--- src/logic/scan_consts.svh ---
/*
 * Constants for the analog scan input select block: register offsets,
 * field positions, reset values and source indices.
 * Assumes inclusion by bare name from the design files.
 */
`ifndef SCAN_CONSTS_SVH
`define SCAN_CONSTS_SVH

// ----------------------------------------
// register offsets (byte addresses)
// ----------------------------------------
`define SCAN_SEL_OFFSET      8'h00
`define SCAN_CTRL_OFFSET     8'h04
`define SCAN_STATUS_OFFSET   8'h08
`define SCAN_RESULT_OFFSET   8'h40

// ----------------------------------------
// fields and reset values
// ----------------------------------------
`define SCAN_SEL_RESET       16'h0000
`define SCAN_CTRL_EN_BIT     0
`define SCAN_CTRL_RESET      1'b0
`define RESULT_WORDS         16
`define RESULT_IDX_MSB       5
`define RESULT_IDX_LSB       2

// ----------------------------------------
// sources above the external pins, and the default bonded-pin mask
// ----------------------------------------
`define SRC_CHARGE_TIME      4'hd
`define SRC_INT_REF          4'he
`define SRC_GROUND           4'hf
`define PIN_COUNT_DEFAULT    16'h1fff

`endif

--- src/logic/scan_pkg.sv ---
/*
 * Types shared by the scan select block and its source picker.
 * Assumes the constants header is also available.
 */
package scan_pkg;

	typedef enum logic [2:0] {
		ST_IDLE    = 3'b001,
		ST_CONVERT = 3'b010,
		ST_STORE   = 3'b100
	} scan_state_type;

	typedef struct packed {
		logic [7:0]  addr;
		logic [31:0] wdata;
		logic        wr;
		logic        rd;
	} bus_req_type;

	typedef struct packed {
		logic       valid;
		logic [3:0] source;
		logic       use_low_ref;
	} pick_type;

endpackage : scan_pkg

--- src/logic/scan_select.sv ---
/*
 * Analog scan input select register with an automatic scan sequencer
 * and a sixteen-word result buffer.
 * Assumes a plain register port on ref_clk and a converter that answers
 * each start pulse with a done pulse and a 10-bit result.
 */
//
// Summary of operation
// - upper sixteen register bits read zero and ignore writes.
// - a set pick bit includes that source in the scan.
// - pick bits 0 to 12 select the external pin of the same index.
// - bit 13 charge-time unit, bit 14 internal reference, bit 15 ground.
// - all bits writable; missing pins convert the low reference level.
// - results go into a sixteen-word buffer filled by the scan.
`timescale 1ns/10ps
`include "scan_consts.svh"

module scan_select #(
	parameter logic [15:0] PIN_PRESENT = `PIN_COUNT_DEFAULT  // bonded pins
) (
	input  wire logic        ref_clk,      // 200 MHz clock
	input  wire logic        arst_n,       // async reset, active low
	input  wire logic [7:0]  addr,         // register byte address
	input  wire logic [31:0] wdata,        // write data
	input  wire logic        wr,           // write strobe
	input  wire logic        rd,           // read strobe
	output logic      [31:0] rdata,        // read data, cycle after rd
	output logic             conv_start,   // start pulse to converter
	output logic      [3:0]  conv_source,  // mux select to converter
	output logic             conv_low_ref, // convert low reference level
	input  wire logic        conv_done,    // converter done pulse
	input  wire logic [9:0]  conv_result   // converter result
);

	scan_pkg::bus_req_type    req;
	scan_pkg::pick_type       pick;
	scan_pkg::scan_state_type state_reg, state_next;

	logic [15:0] scan_pick_bits_reg, scan_pick_bits_next;
	logic        scan_en_reg, scan_en_next;
	logic [31:0] rdata_next;
	logic [3:0]  cur_reg, cur_next;
	logic        first_reg, first_next;
	logic [3:0]  fill_reg, fill_next;
	logic        pass_done_reg, pass_done_next;
	logic        start_next;
	logic [3:0]  src_next;
	logic        low_next;
	logic [9:0]  result_mem [`RESULT_WORDS];

	assign req = '{addr: addr, wdata: wdata, wr: wr, rd: rd};

	scan_source_pick u_pick (
		.pick_mask   (scan_pick_bits_reg),
		.pin_present (PIN_PRESENT),
		.current     (cur_reg),
		.first       (first_reg),
		.pick        (pick)
	);

	function automatic logic hit(input logic [7:0] a, input logic [7:0] off);
		hit = (a == off);
	endfunction : hit

	// ------------------------------------------
	// register writes and sequencer
	// ------------------------------------------
	always_comb begin
		scan_pick_bits_next = scan_pick_bits_reg;
		scan_en_next        = scan_en_reg;
		state_next          = state_reg;
		cur_next            = cur_reg;
		first_next          = first_reg;
		fill_next           = fill_reg;
		pass_done_next      = pass_done_reg;
		start_next          = 1'b0;
		src_next            = conv_source;
		low_next            = conv_low_ref;
		if (req.wr && hit(req.addr, `SCAN_SEL_OFFSET)) begin
			scan_pick_bits_next = req.wdata[15:0];
		end
		if (req.wr && hit(req.addr, `SCAN_CTRL_OFFSET)) begin
			scan_en_next = req.wdata[`SCAN_CTRL_EN_BIT];
		end
		case (state_reg)
			scan_pkg::ST_IDLE: begin
				first_next = 1'b1;
				fill_next  = 4'h0;
				if (scan_en_reg && pick.valid) begin
					src_next       = pick.source;
					low_next       = pick.use_low_ref;
					cur_next       = pick.source;
					first_next     = 1'b0;
					start_next     = 1'b1;
					pass_done_next = 1'b0;
					state_next     = scan_pkg::ST_CONVERT;
				end
			end
			scan_pkg::ST_CONVERT: begin
				if (conv_done) begin
					state_next = scan_pkg::ST_STORE;
				end
			end
			scan_pkg::ST_STORE: begin
				fill_next = fill_reg + 4'h1;
				if (fill_reg == 4'hf) begin
					pass_done_next = 1'b1;
				end
				if (scan_en_reg && pick.valid) begin
					src_next   = pick.source;
					low_next   = pick.use_low_ref;
					cur_next   = pick.source;
					start_next = 1'b1;
					state_next = scan_pkg::ST_CONVERT;
				end else begin
					// next pass restarts from the lowest pick
					first_next = 1'b1;
					state_next = scan_pkg::ST_IDLE;
				end
			end
			default: begin
				state_next = scan_pkg::ST_IDLE;
			end
		endcase
	end

	always_ff @(posedge ref_clk or negedge arst_n) begin
		if (!arst_n) begin
			scan_pick_bits_reg <= `SCAN_SEL_RESET;
			scan_en_reg        <= `SCAN_CTRL_RESET;
			state_reg          <= scan_pkg::ST_IDLE;
			cur_reg            <= 4'h0;
			first_reg          <= 1'b1;
			fill_reg           <= 4'h0;
			pass_done_reg      <= 1'b0;
			conv_start         <= 1'b0;
			conv_source        <= 4'h0;
			conv_low_ref       <= 1'b0;
		end else begin
			scan_pick_bits_reg <= scan_pick_bits_next;
			scan_en_reg        <= scan_en_next;
			state_reg          <= state_next;
			cur_reg            <= cur_next;
			first_reg          <= first_next;
			fill_reg           <= fill_next;
			pass_done_reg      <= pass_done_next;
			conv_start         <= start_next;
			conv_source        <= src_next;
			conv_low_ref       <= low_next;
		end
	end

	// ------------------------------------------
	// result buffer, no reset: contents are data
	// ------------------------------------------
	always_ff @(posedge ref_clk) begin
		if (state_reg == scan_pkg::ST_CONVERT && conv_done) begin
			result_mem[fill_reg] <= conv_result;
		end
	end

	// ------------------------------------------
	// read path
	// ------------------------------------------
	always_comb begin
		rdata_next = 32'h0000_0000;
		if (req.rd) begin
			if (hit(req.addr, `SCAN_SEL_OFFSET)) begin
				rdata_next = {16'h0000, scan_pick_bits_reg};
			end else if (hit(req.addr, `SCAN_CTRL_OFFSET)) begin
				rdata_next = {31'h0000_0000, scan_en_reg};
			end else if (hit(req.addr, `SCAN_STATUS_OFFSET)) begin
				rdata_next = {16'h0000, 3'h0, pass_done_reg, fill_reg,
					1'b0, state_reg, cur_reg};
			end else if (req.addr[7:6] == 2'(`SCAN_RESULT_OFFSET >> 6) && req.addr[1:0] == 2'b00) begin
				rdata_next = {22'h00_0000, result_mem[req.addr[`RESULT_IDX_MSB:`RESULT_IDX_LSB]]};
			end
		end
	end

	always_ff @(posedge ref_clk or negedge arst_n) begin
		if (!arst_n) begin
			rdata <= 32'h0000_0000;
		end else begin
			rdata <= rdata_next;
		end
	end

endmodule : scan_select

--- src/logic/scan_source_pick.sv ---
/*
 * Finds the next selected scan source above the current one, wrapping
 * to the lowest selected source; flags external pin sources 0 to 12 without a bonded pin.
 * Assumes purely combinational use on the caller's clock.
 */
`timescale 1ns/10ps
`include "scan_consts.svh"

module scan_source_pick (
	input  wire logic [15:0]        pick_mask,    // selected sources
	input  wire logic [15:0]        pin_present,  // pins bonded out
	input  wire logic [3:0]         current,      // last source converted
	input  wire logic               first,        // start of a scan pass
	output scan_pkg::pick_type      pick          // next source
);

	logic [4:0] cand;
	logic       found;
	logic [3:0] nxt;

	// ------------------------------------------
	// ascending search with wrap
	// ------------------------------------------
	always_comb begin
		cand  = 5'h00;
		found = 1'b0;
		nxt   = 4'h0;
		for (int i = 1; i <= 16; i++) begin
			cand = first ? 5'(i - 1) : 5'((32'(current) + i) % 16);
			if (!found && pick_mask[cand[3:0]]) begin
				found = 1'b1;
				nxt   = cand[3:0];
			end
		end
		pick.valid       = found;
		pick.source      = nxt;
		pick.use_low_ref = (nxt < `SRC_CHARGE_TIME) && !pin_present[nxt];
	end

endmodule : scan_source_pick

--- config.mk ---
export PLATFORM = sky130hd
export DESIGN_NAME = scan_select
export DESIGN_NICKNAME = d
export VERILOG_FILES = /design/src/logic/scan_pkg.sv /design/src/logic/scan_select.sv /design/src/logic/scan_source_pick.sv
export VERILOG_INCLUDE_DIRS = /design/src /design/src/logic
export SDC_FILE = /design/constraint.sdc
export NUM_CORES = 1
export LEC_CHECK = 0
export BUFFER_PORTS_ARGS = -buffer_cell sky130_fd_sc_hd__buf_4
export CORE_MARGIN = 3
export CORE_UTILIZATION = 30
export DETAILED_ROUTE_END_ITERATION = 10
export SETUP_SLACK_MARGIN = 0.4
export SYNTH_ARGS = -nofsm -noshare
export SYNTH_HDL_FRONTEND = slang
export SYNTH_SLANG_ARGS = --single-unit
--- constraint.sdc ---
create_clock -name ref_clk -period 4.82 [get_ports ref_clk]
set_clock_uncertainty 0.1 [all_clocks]
set_input_delay 0.964 -clock ref_clk [delete_from_list [all_inputs] [get_ports ref_clk]]
set_output_delay 0.964 -clock ref_clk [all_outputs]
set_load 0.01 [all_outputs]
======== Word level (Yosys, flattened, before mapping) ========
Memories as Yosys holds them, arrays and structs flattened.
Index checks and enable logic that the tools add are counted.
cells by class
  add/sub/neg operators ................... 17
  multipliers ............................. 0
  divide/modulo/power cells ............... 0
  order comparisons ....................... 18
  equal/unequal tests ..................... 11
  shift-type cells ........................ 0
  mux-type cells .......................... 101
  bitwise operators ....................... 0
  reductions and logical operators ........ 45
operator list
  operator                                                              number
  4-bit two-way mux                                                     32
  4-bit by 5-bit < comparator with 1-bit output, second input constant  17
  1-bit binary-select mux with 4-bit select                             16
  1-bit two-way mux                                                     41
  4-bit adder, second input constant                                    8
  16-bit two-way mux                                                    2
  13-bit two-way mux                                                    2
  1-bit logical AND                                                     21
  4-bit by 3-bit adder with 4-bit output, second input constant         4
  1-bit logical NOT                                                     16
  4-bit by 1-bit adder with 4-bit output, second input constant         3
  10-bit two-way mux                                                    1
  3-bit case mux with 3 select lines                                    1
  4-bit by 2-bit adder with 4-bit output, second input constant         2
  8-bit by 3-bit == test with 1-bit output, second input constant       1
  8-bit by 4-bit == test with 1-bit output, second input constant       1
  8-bit logical NOT                                                     1
  2-bit inequality test, second input constant                          4
  4-bit case mux with 2 select lines                                    1
  3-bit two-way mux                                                     2
  2-bit AND reduction                                                   3
  4-bit == test, second input constant                                  1
  4-bit < comparator, second input constant                             1
  1-bit case mux with 2 select lines                                    2
  9 further kinds                                                       9
word-level totals
  register bits ........................... 64
  latch bits .............................. 0
  RAM bits ................................ 160
  bits in read-only memories .............. 16
  input bits .............................. 55
  output and inout port bits .............. 38
  word-level logic and storage cells ...... 204
  memories kept ........................... 2
memory list
  memory            words  bits a word  read ports  clocked after memory_dff  write ports  line                    RTL
  result_mem        16     10           1           0                         1            scan_select.sv:49       logic [9:0] result_mem [`RESULT_WORDS];
  (name not given)  16     1            1           0                         0            scan_source_pick.sv:37  pick.use_low_ref = (nxt < `SRC_CHARGE_TIME) && !pin_present[nxt];

======== Logic depth before layout (Yosys ltp) ========
Gate-level depths: netlist (run 1).
  word-level depth ........................ 54
  mapped depth ............................ 17
  gate-level depth less buffers ........... 12

======== By module ========
Synthesis (run 1) repeated with hierarchy kept, for this count alone.
second synthesis, totals
  cells, all modules ...................... 875
  area total of the unflattened synthesis .. 11426.0 sq um
modules (own cells, without submodules)
  module            instances  cells each  area an instance (sq um)  sequential area each (sq um)
  scan_select       1          457         8465.6                    6008.3
  scan_source_pick  1          418         2960.3                    0.0

======== Worst setup path after synthesis (run 1) ========
Ideal clock, no wire load.
  path type ............................... register -> register
  from .................................... register cur_reg[2]
  to ...................................... register cur_reg[3]
  library setup time ...................... 0.147 ns
  arrival time ............................ 3.628 ns
  required time ........................... 4.573 ns
  path slack .............................. 0.944 ns
  cell stages (with the launch flop) ...... 14
  path buffers ............................ 2
  clock period less this slack ............ 3.876 ns
  cells stage by stage .................... dfrtp_1 buf_6 buf_2 inv_1 ha_1 mux4_2 o221a_2 mux2i_2 nand2_1 nor4b_4 nand2b_1 or3_1 a211oi_1 a2111oi_2
between the ends
  cells in the longest elaborated chain, start to end .. 52
  elaborated cells between the ends (all ways) .. 128
  classes of those cells .................. 16 x add/sub; 80 x mux; 32 x reduce/logical
ends and longest elaborated chain
  what                                       line                                   RTL
  start, declared                            scan_select.sv:42                      logic [3:0] cur_reg, cur_next;
  start signal, assigned                     scan_select.sv:143                     cur_reg <= cur_next;
  4-bit by 1-bit adder with 4-bit output     scan_source_pick.sv:29                 cand = first ? 5'(i - 1) : 5'((32'(current) + i) % 16);
  4-bit two-way mux                          scan_source_pick.sv:29
  1-bit binary-select mux with 4-bit select  scan_source_pick.sv:30                 if (!found && pick_mask[cand[3:0]]) begin
  1-bit two-way mux (implied by the code)    scan_source_pick.sv:30
  1-bit two-way mux                          scan_source_pick.sv:30
  1-bit logical NOT                          scan_source_pick.sv:30
  1-bit logical AND                          scan_source_pick.sv:30
  1-bit two-way mux                          scan_source_pick.sv:30
  (+36 left out)                             n/a
  1-bit logical NOT                          scan_source_pick.sv:30
  1-bit logical AND                          scan_source_pick.sv:30
  1-bit two-way mux                          scan_source_pick.sv:30
  1-bit logical NOT                          scan_source_pick.sv:30
  1-bit logical AND                          scan_source_pick.sv:30
  1-bit two-way mux                          scan_source_pick.sv:30
  1-bit logical AND                          scan_select.sv:89, scan_select.sv:109
  2-bit AND reduction (no line)              n/a
Several ways; a longest one is shown, not always the timed one. The select of a mux whose other input is x is not followed.
A chain may end at the register's enable or synchronous reset.

======== Worst setup path in the final report (run 1) ========
  from .................................... register cur_reg[1]
  to ...................................... register cur_reg[3]
The elaborated chain is that of the path after synthesis.

==> results of run 1 <==
## critical path, cell delays in order, from the launching register on
cell and delay (ns):
dfrtp_2 0.48, inv_1 0.25, ha_2 0.48, mux4_2 0.51, o221a_2 0.32, mux2i_2 0.32, nand2_1 0.18, nor4b_4 0.41
nand2b_1 0.20, or3_1 0.38, a211oi_1 0.35, a2111oi_2 0.10
## power by group through the flow
| stage | logic [mW] | registers [mW] | clock network, mW |
|---|---|---|---|
| 2_1_floorplan | 1.19 | 2.02 | 0 |
| 3_3_place_gp | 1.58 | 2.07 | 0 |
| 3_5_place_dp | 1.58 | 2.07 | 0 |
| 4_1_cts | 1.58 | 2.04 | 1.88 |
| 5_1_grt | 1.78 | 2.04 | 1.95 |
| 6_report | 1.63 | 2.04 | 1.86 |
## through the flow
step | std cells | hold slack (ns) | cell area, um2
2_1_floorplan | 840 | 0.367 | 11100
3_3_place_gp | 1311 | 0.388 | 12000
3_5_place_dp | 1311 | 0.394 | 12000
4_1_cts | 1354 | 0.394 | 12800
5_1_grt | 1354 | 0.422 | 12800
6_report | 1354 | 0.375 | 12800
## cells by family (layout without fill, tap and decap cells)
family	after synthesis	in the layout
AOI/OAI and AO/OA	168	168
xor gates and xnor gates	10	10
adders and majority gates	12	12
DFF	208	208
and+or+nand+nor	207	207
other	1	16
buffers and inverters	92	145
muxes	127	127
## placed cells by master, fill, tap and decap left out, types with 10 or more instances in the layout
master	instances
edfxtp_1	160
mux2_2	24
nand2_1	51
mux2i_1	37
nor3_1	23
a21oi_1	36
o21ai_0	37
a211oi_1	12
buf_4	86
clkbuf_16	24
ha_1	10
mux4_2	64
nand2b_1	13
inv_1	16
conb_1	16
nor2_1	54
dfrtp_1	45
## how the worst min path moves through the flow
stage / slack [ns] / to / from / cells past startpoint
floorplan: 0.37 / pass_done_reg / pass_done_reg / 2
global placement: 0.39 / conv_low_ref / conv_low_ref / 1
detailed placement: 0.39 / conv_low_ref / conv_low_ref / 1
CTS: 0.39 / cur_reg[0] / arst_n / 1
global route: 0.42 / scan_pick_bits_reg[8] / arst_n / 1
finish: 0.38 / scan_pick_bits_reg[4] / arst_n / 1
## per-layer routing
metal,share of wire,wire length (um)
met4,0.031,960
met1,0.43,13100
met2,0.47,14400
met5,0,0
met3,0.067,2060
## synthesized netlist by cell type, drive strengths merged, types with 9 or more instances
library cell  count  area (um2)
o21ai            41         209
inv              16        60.1
nor3             24         125
mux4             64        1440
dfrtp            46        1150
ha               12         150
a211oi           12        90.1
a21oi            37         189
clkbuf           38         144
mux2             24         270
nor2             57         231
nor2b             9        56.3
nand2b           14        87.6
mux2i            39         398
edfxtp          160        4800
nand2            51         191
buf              38         260
## final cells by class
cell class	instances	area, um2	share of cell area
clock buffer	28	636	0.0496
clock inverter	15	173	0.0135
inverter	16	60.1	0.00469
multi-input combinational	540	4700	0.367
sequential	208	6010	0.469
tap	461	577	0.0451
timing repair buffer	86	646	0.0504
## what timing repair did
action,CTS,global route
endpoints found under the hold margin,0,0
setup endpoints to repair,0,10
resized for setup,0,8
buffers inserted,0,0
==> results.yml, run 1 <==
layout:
  utilization: 0.356
  diodes: 0
  nFillCells: 3463
  area_growth_pct: 15.5
  largest_reg_flops: 160
  final_nets: 943
  drive_gt1_frac: 0.281
logic_synthesis:
  ys.flop_type: "edfxtp_1"
  synth-simple-area-share: 0.0962
  synth_cell_types: 89
  syn_inst: 825
  ys_seq_area_frac: 0.542
  ys_ff_latch: 208
  synth_edf_count: 160
  synth_fa_ha_area_frac: 0.0135
  synth_warnings: 0
  synth_top_family_by_area: "multiplexers"
  synthXorXnorAreaFrac: 0.0116
  netlist_area_mm2: 0.0111
  async_flop_share: 0.231
  synth_compound_area_frac: 0.104
  synth.avg_cell_area_um2: 13.4
  synth_mux_area_frac: 0.190
floorplan:
  initial_utilization: 0.308
  io_pins: 93
  die_w_um: 198
  dieArea_mm2: 0.0393
  die_y_um: 198
  row_count: 69
  core_mm2: 0.0360
critical_path:
  worstReg2RegEnd: "cur_reg[3]"
  reg2reg_from: "cur_reg[1]"
  r2r_slack_ns: 0.57
  startpoint_type: "flip-flop"
  cp-end-kind: "flip-flop"
  crit_required_ns: 5.10
  cp_max_fo: 7
  crit_start: "cur_reg[1]"
  reg2reg_depth: 11
  cp-endpoint: "cur_reg[3]"
  crit_type: "reg -> reg"
  worstPathArrival_ns: 4.53
job:
  cap_violations: 0
grt:
  use_met2: 0.248
  grt_start_max_net_pins: 49
  use_met3: 0.0265
  grt_use_total: 0.155
  grt_pass1_vias: 7553
  antenna_found_initial: 0
  gr-total-overflow: 0
  use_met1: 0.214
  grt.busiest_layer: "met2"
  grt_pass1_wl_um: 46500
detailed_routing:
  first_pass_iters: 5
  avgRoutedWirePerCell_um: 22.5
  ant_nets: 0
  drtIter0Drc: 725
  vias_per_cell: 5.53
  wirelength_um: 30500
  drc: 0
  num_vias: 7488
placement:
  gp_congestion: 0.854
  pre_cts_slack_ns: 0.459
  numPortBuffers: 60
  dp.final_hpwl_um: 20700
timing:
  timing.fmax_ghz: 0.235
  period_minus_slack_ns: 4.25
  worst_slew_pin_slew_ns: 1.27
  fin_crit_sh: 0.881
  setup_violations: 0
  slew-limit-headroom: 0.150
  finalHoldViolCount: 0
  rsz0062_at_grt: "no"
  fin_tns_setup_ns: 0
  final_max_slew_viol_count: 0
  setup_slack_ns: 0.573
clocking:
  cts_hold_buf: 0
  htree_levels: 1
  path_clk_slew_ns: 0.07
  clk_latency_ns: 0.53
  cts.sinks: 208
  cts_tree: "built"
  cts-root-buf: "clkbuf_16"
  cts_made_buffers: 24
  clockBufferDepth: 3
power_and_ir_drop:
  vdd_ir_drop_max_uv: 208
  power.leakage_nw: 4.48
  seqPwrFrac: 0.369
  combPwrFrac: 0.295
  p_sw_mw: 1.82
  total_power_mw: 5.53
  power_density_mw_per_mm2: 432
  p_int_mw: 3.71
  swShare: 0.329
  clkPwrFrac: 0.336
min_path:
  holdCritPathClass: "in -> async"
status:
  outcome: "complete, no violations"
Note: power is estimated with default switching activity, not from simulation.
==> run 2: changes to the inputs <==
==> constraint.sdc (replaced) <==
create_clock -name ref_clk -period 4.82 [get_ports ref_clk]
set_clock_uncertainty 0.1 [all_clocks]
set_input_delay 0.482 -clock ref_clk [delete_from_list [all_inputs] [get_ports ref_clk]]
set_output_delay 0.482 -clock ref_clk [all_outputs]
set_load 0.01 [all_outputs]
==> results.yml, run 2 (synthesis gave the netlist of run 1 again) <==
placement:
  gp_congestion: 0.853
  place_inst: 1311
  numPortBuffers: 60
  dp.final_hpwl_um: 20500
  pre_cts_slack_ns: 0.697
layout:
  drive_gt1_frac: 0.275
  area_growth_pct: 15.7
  final_common_cell: "edfxtp_1"
  diodes: 0
  finalNonFillerCells: 1356
  regArea_mm2: 0.00601
  nFillCells: 3439
  final_nets: 944
  layout_common_cells: "edfxtp_1, buf_4, mux4_2, nor2_1, nand2_1"
  largest_reg_flops: 160
  multi_input_area_mm2: 0.00468
critical_path:
  critical-path-max-stage-delay_ns: 0.54
  cp-end-kind: "flip-flop"
  crit_required_ns: 5.12
  slowest_stage: "nor2b_1"
  startpoint_type: "flip-flop"
  reg2reg_from: "cur_reg[1]"
  crit_type: "reg -> reg"
  crit_start: "cur_reg[1]"
  cp_max_fo: 6
  critical_path.top_delay_family: "simple AND/OR/NAND/NOR gates"
  critical_path_buf_inv_count: 2
  worstPathArrival_ns: 4.48
  worstPathCellList: "inv_1, ha_1, nor2b_1, a32oi_1, o221a_2, mux2i_2, nand2_1, nor4b_4, nand4bb_1, buf_4, o21ai_1, a211oi_1, a2111oi_2"
power_and_ir_drop:
  power_density_mw_per_mm2: 432
  power.leakage_nw: 4.50
  total_power_mw: 5.54
  vdd_ir_drop_max_uv: 220
timing:
  setup_violations: 0
  worst_slew_pin_slew_ns: 1.23
  setup_slack_ns: 0.643
  worst_hold_slack_ns: 0.0461
  rsz0062_at_grt: "no"
  slew-limit-headroom: 0.175
  period_minus_slack_ns: 4.18
  finalHoldViolCount: 0
  final_max_slew_viol_count: 0
  fin_tns_setup_ns: 0
  fin_crit_sh: 0.867
  timing.fmax_ghz: 0.239
clocking:
  cts-root-buf: "clkbuf_16"
  htree_levels: 1
  cts_tree: "built"
  cts_setup_buffers: 0
  cts.sinks: 208
  path_clk_slew_ns: 0.06
  clk_latency_ns: 0.52
  cts_made_buffers: 24
  clockBufferDepth: 3
grt:
  gr-total-overflow: 0
  grt_start_max_net_pins: 49
  grt_pass1_vias: 7486
  grt_pass1_wl_um: 46100
  antenna_found_initial: 0
  grt_use_total: 0.153
detailed_routing:
  wirelength_um: 30100
  drtIter0Drc: 692
  vias_per_cell: 5.49
  drc: 0
  num_vias: 7447
  first_pass_iters: 6
  ant_nets: 0
  avgRoutedWirePerCell_um: 22.2
floorplan:
  core_mm2: 0.0360
  die_w_um: 198
  die_y_um: 198
  row_count: 69
  initial_utilization: 0.308
  dieArea_mm2: 0.0393
  io_pins: 93
job:
  cap_violations: 0
status:
  outcome: "complete, no violations"
min_path:
  worstHoldStart: "conv_done"
  holdCritPathClass: "in -> reg"
==> run 2: cell type report <==
class                      instances  area share
clock inverter                    16      0.0158
inverter                          16     0.00468
multi-input combinational        540       0.365
tap                              461      0.0450
sequential                       208       0.468
timing repair buffer              87      0.0521
clock buffer                      28      0.0488
==> run 2: path summary, 6_finish.rpt <==
check                                to  slack (ns)  cells after the start
min reg2reg                conv_low_ref        0.40                      1
max                          cur_reg[3]        0.64                     13
min                        state_reg[1]        0.05                      2
max in group asynchronous    cur_reg[1]        3.74                      2
min in group asynchronous     rdata[12]        0.42                      2
max reg2reg                  cur_reg[3]        0.64                     13
==> run 2: routing by layer <==
layer  global-route usage  wire [um]  vias up
li1                     -          -     3294
met1                0.211      13100     3740
met2                0.243      13900      340
met3               0.0303       2190       73
met4               0.0519        999        0
met5                    0          0        -
==> run 2: through the flow <==
step | utilization | cell area, um2
2_1_floorplan | - | 11100
3_3_place_gp | 0.333 | 12000
3_5_place_dp | 0.333 | 12000
4_1_cts | 0.356 | 12800
5_1_grt | 0.356 | 12800
6_report | 0.356 | 12800
==> run 2: power by group <==
group | leakage (nW) | switching (mW) | internal [mW] | total, mW
clock | 0.397 | 0.736 | 1.15 | 1.89
combinational | 2.01 | 1.00 | 0.641 | 1.65
sequential | 2.09 | 0.0515 | 1.96 | 2.01
total | 4.50 | 1.79 | 3.75 | 5.54
==> run 2: repair_timing <==
item / CTS / global route
endpoints found under the setup margin: 0 / 3
resized for setup: 0 / 2
hold buffers: 1 / 0
endpoints found under the hold margin: 46 / 0
==> run 3: changes to the inputs <==
--- a/config.mk
+++ b/config.mk
@@ -7,9 +7,12 @@
 export NUM_CORES = 1
 export LEC_CHECK = 0
 export BUFFER_PORTS_ARGS = -buffer_cell sky130_fd_sc_hd__buf_4
+export CELL_PAD_IN_SITES_DETAIL_PLACEMENT = 0
+export CELL_PAD_IN_SITES_GLOBAL_PLACEMENT = 1
 export CORE_MARGIN = 3
 export CORE_UTILIZATION = 30
 export DETAILED_ROUTE_END_ITERATION = 10
+export PLACE_DENSITY_LB_ADDON = 0.1
 export SETUP_SLACK_MARGIN = 0.4
 export SYNTH_ARGS = -nofsm -noshare
 export SYNTH_HDL_FRONTEND = slang
==> results.yml, run 3 (synthesis gave the netlist of run 1 again) <==
critical_path:
  cp_max_fo: 6
  crit_required_ns: 5.13
  reg2reg_depth: 12
  cp-end-kind: "flip-flop"
  r2r_slack_ns: 0.59
  worstPathArrival_ns: 4.54
  crit_type: "reg -> reg"
  startpoint_type: "flip-flop"
grt:
  grt.busiest_layer: "met2"
  grt_pass1_wl_um: 50800
  grt_use_total: 0.175
  grt_pass1_vias: 7750
  use_met3: 0.0262
  use_met1: 0.213
  grt_start_max_net_pins: 49
  use_met2: 0.313
  antenna_found_initial: 0
  gr-total-overflow: 0
detailed_routing:
  first_pass_iters: 5
  avgRoutedWirePerCell_um: 24.9
  vias_per_cell: 5.39
  ant_nets: 0
  num_vias: 7358
  drtIter0Drc: 481
  wirelength_um: 34000
  drc: 0
timing:
  setup_slack_ns: 0.593
  worst_hold_slack_ns: 0.0633
  slew-limit-headroom: 0.380
  finalHoldViolCount: 0
  rsz0062_at_grt: "no"
  timing.fmax_ghz: 0.237
  period_minus_slack_ns: 4.23
  final_max_slew_viol_count: 0
  setup_violations: 0
  fin_crit_sh: 0.877
  worst_slew_pin_slew_ns: 0.929
  fin_tns_setup_ns: 0
floorplan:
  die_w_um: 198
  initial_utilization: 0.308
  die_y_um: 198
  io_pins: 93
  row_count: 69
  dieArea_mm2: 0.0393
  core_mm2: 0.0360
layout:
  utilization: 0.358
  regArea_mm2: 0.00601
  final_nets: 954
  final_common_cell: "edfxtp_1"
  diodes: 0
  largest_reg_flops: 160
  nFillCells: 3481
  multi_input_area_mm2: 0.00473
  area_growth_pct: 16.2
  drive_gt1_frac: 0.289
  layout_common_cells: "edfxtp_1, buf_4, mux4_2, nand2_1, nor2_1"
status:
  outcome: "complete, no violations"
clocking:
  clk_latency_ns: 0.55
  path_clk_slew_ns: 0.06
  htree_levels: 1
  cts.sinks: 208
  clockBufferDepth: 3
  cts_made_buffers: 25
  cts-root-buf: "clkbuf_16"
  cts_tree: "built"
power_and_ir_drop:
  vdd_ir_drop_max_uv: 330
  power_density_mw_per_mm2: 430
  power.leakage_nw: 4.52
placement:
  numPortBuffers: 60
  pre_cts_slack_ns: 0.430
  dp.final_hpwl_um: 23400
  gp_congestion: 0.862
job:
  cap_violations: 0
min_path:
  holdCritPathClass: "in -> reg"
  min_path_cells: 2
-- run 3: critical path: stages, from the launching register on --
cell and delay, ns:
dfrtp_1 0.48, inv_1 0.24, ha_1 0.48, nand2b_2 0.20, mux4_2 0.51, mux2i_1 0.28
mux2i_1 0.21, nor2_2 0.21, nor4b_4 0.32, nand2b_1 0.20, or3_1 0.40, a211oi_1 0.35
a2111oi_2 0.10
-- run 3: layout make-up --
type                       instances  area share
clock inverter                    16      0.0117
tap                              461      0.0448
inverter                          16     0.00466
timing repair buffer              96      0.0563
sequential                       208       0.466
multi-input combinational        540       0.367
clock buffer                      28      0.0494
-- run 3: path summary, 6_finish.rpt --
path                              start                endpoint
min in group asynchronous        arst_n  scan_pick_bits_reg[11]
hold reg to reg            conv_low_ref            conv_low_ref
max in group asynchronous        arst_n                rdata[4]
hold / removal                 wdata[5]   scan_pick_bits_reg[5]
setup reg to reg             cur_reg[1]              cur_reg[3]
setup / recovery             cur_reg[1]              cur_reg[3]
-- run 3: through the flow --
| stage | cells | area [um2] | total power [mW] |
|---|---|---|---|
| floorplan | 840 | 11100 | 3.21 |
| global placement | 1316 | 12000 | 3.71 |
| detailed placement | 1316 | 12000 | 3.71 |
| CTS | 1362 | 12800 | 5.56 |
| global route | 1365 | 12900 | 5.83 |
| finish | 1365 | 12900 | 5.54 |
-- run 3: what timing repair did --
item	in CTS	in global routing
pin swaps	0	1
endpoints found under the hold margin	47	0
buffers inserted	0	3
resized for setup	1	8
endpoints found under the setup margin	1	9
hold buffers	2	0
-- run 3: power breakdown --
part	total, mW	switching, mW	internal (mW)	leakage (nW)
Sequential	2.05	0.0871	1.96	2.09
Clock	1.82	0.754	1.06	0.380
Combinational	1.68	1.02	0.657	2.05
Total	5.54	1.86	3.68	4.52
-- run 3: metal layers --
| metal | wire (um) | share of wire |
|---|---|---|
| met1 | 13700 | 0.40 |
| met2 | 17700 | 0.52 |
| met3 | 1350 | 0.040 |
| met4 | 1250 | 0.037 |
| met5 | 0 | 0 |
